<file path="src/inc/msg_report_consts.svh">
// constants for the received-message sideband port
// assumes inclusion by bare name from design files and the package
`ifndef MSG_REPORT_CONSTS_SVH
`define MSG_REPORT_CONSTS_SVH
`define MSG_KIND_W 5
`define MSG_DATA_W 8
`define MSG_KIND_ERR_COR 5'h00
`define MSG_KIND_ERR_NONFATAL 5'h01
`define MSG_KIND_ERR_FATAL 5'h02
`define MSG_KIND_INT_FIRST 5'h03
`define MSG_KIND_INT_LAST 5'h0a
`define MSG_KIND_PM_PME 5'h0b
`define MSG_KIND_PME_TO_ACK 5'h0c
`define MSG_KIND_PME_TURN_OFF 5'h0d
`define MSG_KIND_PM_NAK 5'h0e
`define MSG_KIND_SLOT_POWER 5'h0f
`define MSG_KIND_LTR 5'h10
`define MSG_KIND_RSVD 5'h11
`define MSG_KIND_UNLOCK 5'h12
`define MSG_KIND_VDM0 5'h13
`define MSG_KIND_VDM1 5'h14
`define MSG_LEN_SHORT 4'h2
`define MSG_LEN_LONG 4'h6
`define MSG_LEN_VDM_NODATA 4'h4
`define MSG_LEN_VDM_DATA 4'h8
`define MSG_GAP_CYCLES 1
`define MSG_STEP_W 4
`endif

</file>
<file path="src/inc/msg_report_pkg.sv">
// types for the received-message sideband port
// assumes msg_report_consts.svh is on the include path
`include "msg_report_consts.svh"
package msg_report_pkg;
	typedef logic [`MSG_KIND_W-1:0] msg_kind_type;
	typedef logic [`MSG_DATA_W-1:0] msg_byte_type;
	// gray along idle -> send -> gap; gap -> idle flips both bits
	typedef enum logic [1:0] {
		st_idle = 2'b00,
		st_send = 2'b01,
		st_gap = 2'b11
	} report_state_type;
endpackage : msg_report_pkg

</file>
<file path="src/design/msg_byte_select.sv">
// byte selector for one message: picks the parameter byte for a step
// assumes the caller holds the captured fields stable during the message
`timescale 1ns/100ps
module msg_byte_select (
	// captured message fields
	input wire logic [7:0] req_bus,
	input wire logic [7:0] req_devfn,
	input wire logic [15:0] vendor_id,
	input wire logic [31:0] payload,
	input wire logic [15:0] snoop_lat,
	input wire logic [15:0] nosnoop_lat,
	input wire logic is_ltr,
	input wire logic is_vdm,
	// step within the message, zero based
	input wire logic [3:0] step,
	// selected byte
	output logic [7:0] sel_byte
);
	// three byte tails follow the common two requester bytes
	wire [7:0] pay_byte;
	wire [7:0] ltr_byte;
	wire [7:0] vdm_byte;
	wire [1:0] pay_idx = is_vdm ? 2'(step - 4'h4) : 2'(step - 4'h2);
	assign pay_byte = payload[{pay_idx, 3'b000} +: 8];
	assign ltr_byte = (step == 4'h2) ? snoop_lat[7:0] : (step == 4'h3) ? snoop_lat[15:8] :
		(step == 4'h4) ? nosnoop_lat[7:0] : nosnoop_lat[15:8];
	assign vdm_byte = (step == 4'h2) ? vendor_id[7:0] : (step == 4'h3) ? vendor_id[15:8] : pay_byte;
	// order: bus, devfn, then kind-specific tail
	always_comb begin
		if (step == 4'h0)
			sel_byte = req_bus;
		else if (step == 4'h1)
			sel_byte = req_devfn;
		else if (is_ltr)
			sel_byte = ltr_byte;
		else if (is_vdm)
			sel_byte = vdm_byte;
		else
			sel_byte = pay_byte;
	end
endmodule : msg_byte_select

</file>
<file path="src/design/msg_report.sv">
// received-message sideband: serialises decoded link messages to user logic
// assumes the decoder offers one message at a time with valid/ready
//
// Summary of operation
// - valid held back-to-back, length by kind
// - one parameter byte per valid cycle
// - at least one idle cycle between messages
// - port silent unless enabled at configuration
// - drive 5-bit kind while valid
// - errors 0..2, INTx assert/deassert 3..10
// - power messages and slot limit 11..15
// - LTR 16, Unlock 18, vendor 19,20
// - slot power: requester then payload LSB first
// - LTR: requester, snoop, then no-snoop latency
// - vendor: 4 or 8 cycles, ID then payload
//
// timing of one message, counted in enabled clock edges:
//   edge 0: in_valid and in_ready high, fields captured, state goes to send
//   edge 1: first report register load, msg_valid rises after it
//   edge L: last parameter byte loaded, state goes to gap
//   edge L+1: msg_valid falls, state returns to idle
//   edge L+2: in_ready is high again, so the next message is offered here
// the source sees ready low for L+1 cycles; that buys the idle gap on the
// report side without any buffering of a second message.
`timescale 1ns/100ps
`include "msg_report_consts.svh"
module msg_report (
	// clock and reset
	input wire logic clock,
	input wire logic rst,
	input wire logic clk_en,
	// configuration strap
	input wire logic port_enable,
	// decoded message from the link side
	input wire logic in_valid,
	output logic in_ready,
	input wire msg_report_pkg::msg_kind_type in_kind,
	input wire logic [7:0] in_req_bus,
	input wire logic [7:0] in_req_devfn,
	input wire logic [15:0] in_vendor_id,
	input wire logic in_has_data,
	input wire logic [31:0] in_payload,
	input wire logic [15:0] in_snoop_lat,
	input wire logic [15:0] in_nosnoop_lat,
	// user-side report
	output logic msg_valid,
	output msg_report_pkg::msg_byte_type msg_data,
	output msg_report_pkg::msg_kind_type msg_kind
);
	import msg_report_pkg::*;

	report_state_type state;
	report_state_type next_state;
	msg_kind_type kind;
	logic [7:0] req_bus;
	logic [7:0] req_devfn;
	logic [15:0] vendor_id;
	logic [31:0] payload;
	logic [15:0] snoop_lat;
	logic [15:0] nosnoop_lat;
	logic has_data;
	logic [`MSG_STEP_W-1:0] step;
	logic [`MSG_STEP_W-1:0] length;
	logic enabled;

	// kind classification of an incoming message
	wire in_is_slot = (in_kind == `MSG_KIND_SLOT_POWER);
	wire in_is_ltr = (in_kind == `MSG_KIND_LTR);
	wire in_is_vdm = (in_kind == `MSG_KIND_VDM0) || (in_kind == `MSG_KIND_VDM1);
	// the two-byte families, each decoded by its own code range
	wire in_is_err = (in_kind <= `MSG_KIND_ERR_FATAL);
	wire in_is_intx = (in_kind >= `MSG_KIND_INT_FIRST) && (in_kind <= `MSG_KIND_INT_LAST);
	wire in_is_pm = (in_kind >= `MSG_KIND_PM_PME) && (in_kind <= `MSG_KIND_PM_NAK);
	wire in_is_unlock = (in_kind == `MSG_KIND_UNLOCK);
	wire in_is_short = in_is_err || in_is_intx || in_is_pm || in_is_unlock;
	// reserved kinds (17, 21..31) are not decodable and are dropped;
	// built as "none of the known kinds" so a new code cannot slip through
	wire in_reserved = !(in_is_short || in_is_slot || in_is_ltr || in_is_vdm);
	wire [`MSG_STEP_W-1:0] in_len = (in_is_slot || in_is_ltr) ? `MSG_LEN_LONG :
		in_is_vdm ? (in_has_data ? `MSG_LEN_VDM_DATA : `MSG_LEN_VDM_NODATA) :
		`MSG_LEN_SHORT;
	wire is_ltr = (kind == `MSG_KIND_LTR);
	wire is_vdm = (kind == `MSG_KIND_VDM0) || (kind == `MSG_KIND_VDM1);
	wire last_step = (step == length - 4'h1);
	// accept only in idle; a disabled port drains the source without reporting
	wire take = in_valid && (state == st_idle);
	wire start = take && enabled && !in_reserved;
	wire [7:0] cur_byte;
	// next values of the report registers; zero data outside a message
	wire next_valid = (state == st_send);
	wire [7:0] next_data = (state == st_send) ? cur_byte : 8'h00;

	msg_byte_select u_sel (
		.req_bus(req_bus),
		.req_devfn(req_devfn),
		.vendor_id(vendor_id),
		.payload(payload),
		.snoop_lat(snoop_lat),
		.nosnoop_lat(nosnoop_lat),
		.is_ltr(is_ltr),
		.is_vdm(is_vdm),
		.step(step),
		.sel_byte(cur_byte)
	);

	// sequencing: send for length cycles, then one forced idle cycle
	always_comb begin
		case (state)
			st_idle: next_state = start ? st_send : st_idle;
			st_send: next_state = last_step ? st_gap : st_send;
			st_gap: next_state = st_idle;
			default: next_state = st_idle;
		endcase
	end

	// enable is a configuration-time strap, resampled on every enabled clock edge while idle
	always_ff @(posedge clock or posedge rst) begin
		if (rst)
			enabled <= 1'b0;
		else if (clk_en && state == st_idle)
			enabled <= port_enable;
	end

	// ready leaves a flip-flop; it follows next_state so it always equals idle
	always_ff @(posedge clock or posedge rst) begin
		if (rst)
			in_ready <= 1'b1;
		else if (clk_en)
			in_ready <= (next_state == st_idle);
	end

	// state and step counter
	always_ff @(posedge clock or posedge rst) begin
		if (rst) begin
			state <= st_idle;
			step <= 4'h0;
		end else if (clk_en) begin
			state <= next_state;
			step <= (state == st_send && !last_step) ? step + 4'h1 : 4'h0;
		end
	end

	// capture fields once; holding them keeps the kind stable for the message
	always_ff @(posedge clock or posedge rst) begin
		if (rst) begin
			kind <= 5'h00;
			length <= 4'h0;
			has_data <= 1'b0;
			req_bus <= 8'h00;
			req_devfn <= 8'h00;
			vendor_id <= 16'h0000;
			payload <= 32'h0000_0000;
			snoop_lat <= 16'h0000;
			nosnoop_lat <= 16'h0000;
		end else if (clk_en && start) begin
			kind <= in_kind;
			length <= in_len;
			has_data <= in_has_data;
			req_bus <= in_req_bus;
			req_devfn <= in_req_devfn;
			vendor_id <= in_vendor_id;
			payload <= in_payload;
			snoop_lat <= in_snoop_lat;
			nosnoop_lat <= in_nosnoop_lat;
		end
	end

	// outputs registered; one cycle behind the internal step
	always_ff @(posedge clock or posedge rst) begin
		if (rst) begin
			msg_valid <= 1'b0;
			msg_data <= 8'h00;
			msg_kind <= 5'h00;
		end else if (clk_en) begin
			msg_valid <= next_valid;
			msg_data <= next_data;
			msg_kind <= kind;
		end
	end
endmodule : msg_report

</file>
<file path="config.mk">
export PLATFORM = sky130hd
export DESIGN_NAME = msg_report
export DESIGN_NICKNAME = d
export VERILOG_FILES = /design/src/inc/msg_report_pkg.sv /design/src/design/msg_byte_select.sv /design/src/design/msg_report.sv
export VERILOG_INCLUDE_DIRS = /design/src /design/src/inc
export SDC_FILE = /design/constraint.sdc
export NUM_CORES = 1
export LEC_CHECK = 0
export BUFFER_PORTS_ARGS = -buffer_cell sky130_fd_sc_hd__buf_4
export CORE_ASPECT_RATIO = 1.75
export CORE_MARGIN = 2
export CORE_UTILIZATION = 50
export CTS_CLUSTER_DIAMETER = 120
export CTS_CLUSTER_SIZE = 25
export DETAILED_ROUTE_END_ITERATION = 12
export GPL_TIMING_DRIVEN = 0
export HOLD_SLACK_MARGIN = 0.06
export PLACE_DENSITY = 0.87
export RECOVER_POWER = 100
export SYNTH_ARGS = -nofsm -noshare
export SYNTH_HDL_FRONTEND = slang
export SYNTH_SLANG_ARGS = --single-unit
export TNS_END_PERCENT = 5
</file>
<file path="constraint.sdc">
create_clock -name clock -period 3.2 [get_ports clock]
set_input_delay 0 -clock clock [delete_from_list [all_inputs] [get_ports clock]]
set_output_delay 0 -clock clock [all_outputs]
set_load 0.01 [all_outputs]
</file>
==> results.py <==
metrics = {
    "drt": {
        "drt_first_pass_iters": 7,
        "wirelength_um": 20800,
        "drc_errors": 0,
        "ant_nets": 0,
        "wl_per_cell_um": 22.5,
        "drt_first_iter_violations": 654,
        "via_per_inst": 5.93,
        "num_vias": 5503,
    },
    "timing": {
        "setup_viol_count_final": 0,
        "fin_worst_skew_ns": 0.0104,
        "fin_setup_tns_ns": 0,
        "tightest_slew_ns": 1.83,
        "finalCriticalPeriod_ns": 3.01,
        "min_period_over_period_pct": 94.2,
        "hold_viol_final": 0,
        "slew_violations": 43,
        "timing.fmax_ghz": 0.332,
        "rsz0062_at_grt": "no",
        "relSlewSlack_pct": -22.4,
    },
    "cells_and_area": {
        "utilization_pct": 72.0,
        "drive_gt1_share_pct": 29.9,
        "syn_to_final_growth_pct": 41.6,
        "nets": 859,
        "diodes": 0,
        "layout.cells.non_filler": 928,
    },
    "die": {
        "die_h_um": 153,
        "row_count": 54,
        "num_io_pins": 122,
        "dieArea_mm2": 0.0136,
        "core_area_mm2": 0.0124,
        "start_util_pct": 50.9,
        "die_x_um": 89,
    },
    "setup_path": {
        "cp_max_fo": 10,
        "worstPathRequired_ns": 3.53,
        "cpPeakStageDelay_ns": 0.39,
        "critical_path.cell_chain": "buf_2 -> clkbuf_4 -> inv_1 -> ha_1 -> clkbuf_2 -> or2_2 -> buf_6 -> a21oi_1 -> mux2i_1 -> o211a_1 -> o21ai_1",
        "setup.worst_path.end_class": "flip-flop",
        "cpMaxStageDelayCell": "dfrtp_1",
        "crit_start": "step[0]$_DFFE_PP0P_",
        "crit_type": "reg2reg",
        "critical_path_arrival_ns": 3.34,
        "r2r-start": "step[0]$_DFFE_PP0P_",
        "cp-start-kind": "flip-flop",
    },
    "logic_synthesis": {
        "syn_nets": 612,
        "synthTopCellsByCount": "125 x dfrtp_1, 72 x mux2_2, 37 x mux2_4",
        "synth_warnings": 0,
        "syn_inst": 500,
        "yosysTopAreaCellShare_pct": 49.5,
        "synthTopCellsByArea": "dfrtp_1 49%, mux2_2 13%, mux2_4 8.8%, mux2i_1 3.2%, a222oi_1 2.1%",
        "synth_seq_cells": 126,
        "synthArstFlopShare_pct": 100,
        "synth_area_leader_cell": "dfrtp_1",
        "synth_most_common_cell": "dfrtp_1",
        "yosysSeqAreaShare_pct": 49.9,
        "mappedNetlistArea_mm2": 0.00632,
        "synth_edf_count": 0,
        "synth_cell_type_count": 55,
        "synth.avg_cell_area_um2": 12.6,
        "ys.flop_type": "dfrtp_1",
    },
    "global_routing": {
        "grt_pass1_wl_um": 32500,
        "grtUsageMet1_pct": 35.2,
        "grt_antenna_before_repair": 0,
        "grt_use_met2_pct": 55.0,
        "grtUsageTotal_pct": 32.0,
        "grt_pass1_vias": 5967,
        "gr-total-overflow": 0,
        "grt_max_degree": 46,
        "top_usage_layer": "met2",
        "use_met3_pct": 6.07,
    },
    "clock_tree": {
        "cts-htree-levels": 4,
        "cts_tree": "built",
        "root_buffer": "clkbuf_16",
        "clkTransAtPathRegs_ns": 0.06,
        "cts_made_buffers": 17,
        "clkLatencyLatePin_ns": 0.43,
        "clk_path_buf_depth": 2,
        "clock-sinks": 126,
    },
    "job": {
        "drv_cap": 1,
    },
    "place": {
        "portBuffers": 121,
        "globalplace.congestion": 0.891,
        "place_inst": 791,
        "dpl.hpwl_um": 12900,
    },
    "pwr": {
        "irDropWorstVdd_mv": 0.445,
        "leakage_nw": 4.13,
        "power.density_mw_per_mm2": 875,
    },
    "worst_hold_path": {
        "min-delay-start": "in_nosnoop_lat[7]",
        "worstHoldPathType": "in2reg",
    },
    "run_status": {
        "violations": "capacitance limit, slew limit",
        "outcome": "complete, but fails checks",
    },
}
final timing paths:
check	to	slack [ns]	cells after the start
setup / recovery	msg_data[6]$_DFFE_PP0P_	0.19	11
hold reg to reg	payload[20]$_DFFE_PP0P_	0.50	1
setup reg to reg	msg_data[6]$_DFFE_PP0P_	0.19	11
min in group asynchronous	snoop_lat[6]$_DFFE_PP0P_	0.59	3
hold / removal	nosnoop_lat[7]$_DFFE_PP0P_	0.33	3
max in group asynchronous	kind[2]$_DFFE_PP0P_	0.69	5
cells by family after synthesis:
kind of cell | count (synthesis) | synth area share, %
DFF | 126 | 49.9
and+or+nand+nor | 80 | 7.48
AOI/OAI and AO/OA | 108 | 12.3
xor gates and xnor gates | 3 | 0.633
muxes | 129 | 24.8
adders and majority gates | 5 | 0.990
buffers and inverters | 49 | 3.92
layout by cell type, fill, tap and decap left out, drive strengths merged, types with 2 or more instances in the layout:
cell and instances:
inv 16, bufinv 5, o211a 8, nor2b 5
a31oi 2, and3 7, nand4 3, and2 2
nor2 15, o21bai 9, o22ai 2, a31o 6
dfrtp 125, and3b 2, or2 2, nor3 3
nand3 4, a221oi 2, o21ai 21, nand2 15
o221ai 7, a222oi 13, mux2i 20, a21oi 23
clkbuf 67, mux2 109, a211oi 8, xor2 2
nand3b 17, dlygate4sd3 105, clkinv 4, ha 5
buf 111, a21o 2
worst max-delay path, delay by kind of cell (launching register included):
| family | cells | cell delay [ns] |
|---|---|---|
| flops | 1 | 0.39 |
| buf+inv | 5 | 1.11 |
| compound gates | 3 | 0.66 |
| mux | 1 | 0.20 |
| fa+ha+maj | 1 | 0.21 |
| simple gates | 1 | 0.35 |
layout make-up:
class,instances,area [um2]
Clock inverter,9,181
Timing Repair Buffer,228,1930
Buffer,32,145
Inverter,17,65.1
Sequential cell,126,3150
Clock buffer,23,478
Fill cell,827,3480
Tap cell,168,210
Multi-Input combinational cell,325,2790
metrics by stage:
stage	power [W]	setup slack, ns	hold slack (ns)	instance area [um2]
6_report	0.00784	0.186	0.328	8950
3_3_place_gp	0.00539	0.412	0.234	7440
5_1_grt	0.00814	0.0458	0.356	8950
3_5_place_dp	0.00558	0.292	0.223	7480
4_1_cts	0.00789	0.255	0.337	9200
2_1_floorplan	0.00465	0.729	0.149	6330
flip-flops by register name, summed over array words and instances (netlist names), 3 cells and up:
signal       cells
payload         32
length           3
vendor_id       16
req_devfn        8
req_bus          8
msg_data         8
nosnoop_lat     16
kind             5
step             4
snoop_lat       16
msg_kind         5
timing repair:
action                                 4_1_cts  5_1_grt
hold buffers                               105        0
endpoints found under the hold margin      150        0
resized for setup                            0        1
setup endpoints to repair                    0        1
buffers inserted                             0        0
power breakdown:
part | switching [W] | internal (W) | total, W
registers | 0.000623 | 0.00235 | 0.00297
logic | 0.00137 | 0.00130 | 0.00268
clock network | 0.000743 | 0.00145 | 0.00219
total | 0.00274 | 0.00510 | 0.00784
routing by layer:
layer	routed length [um]	part of all wire (%)	up-vias
met5	0	0	-
met4	1490	7.1	0
met3	1310	6.3	119
met2	11000	53	333
met1	7080	34	2696
li1	-	-	2355
Power figures use the tool's default switching activity.
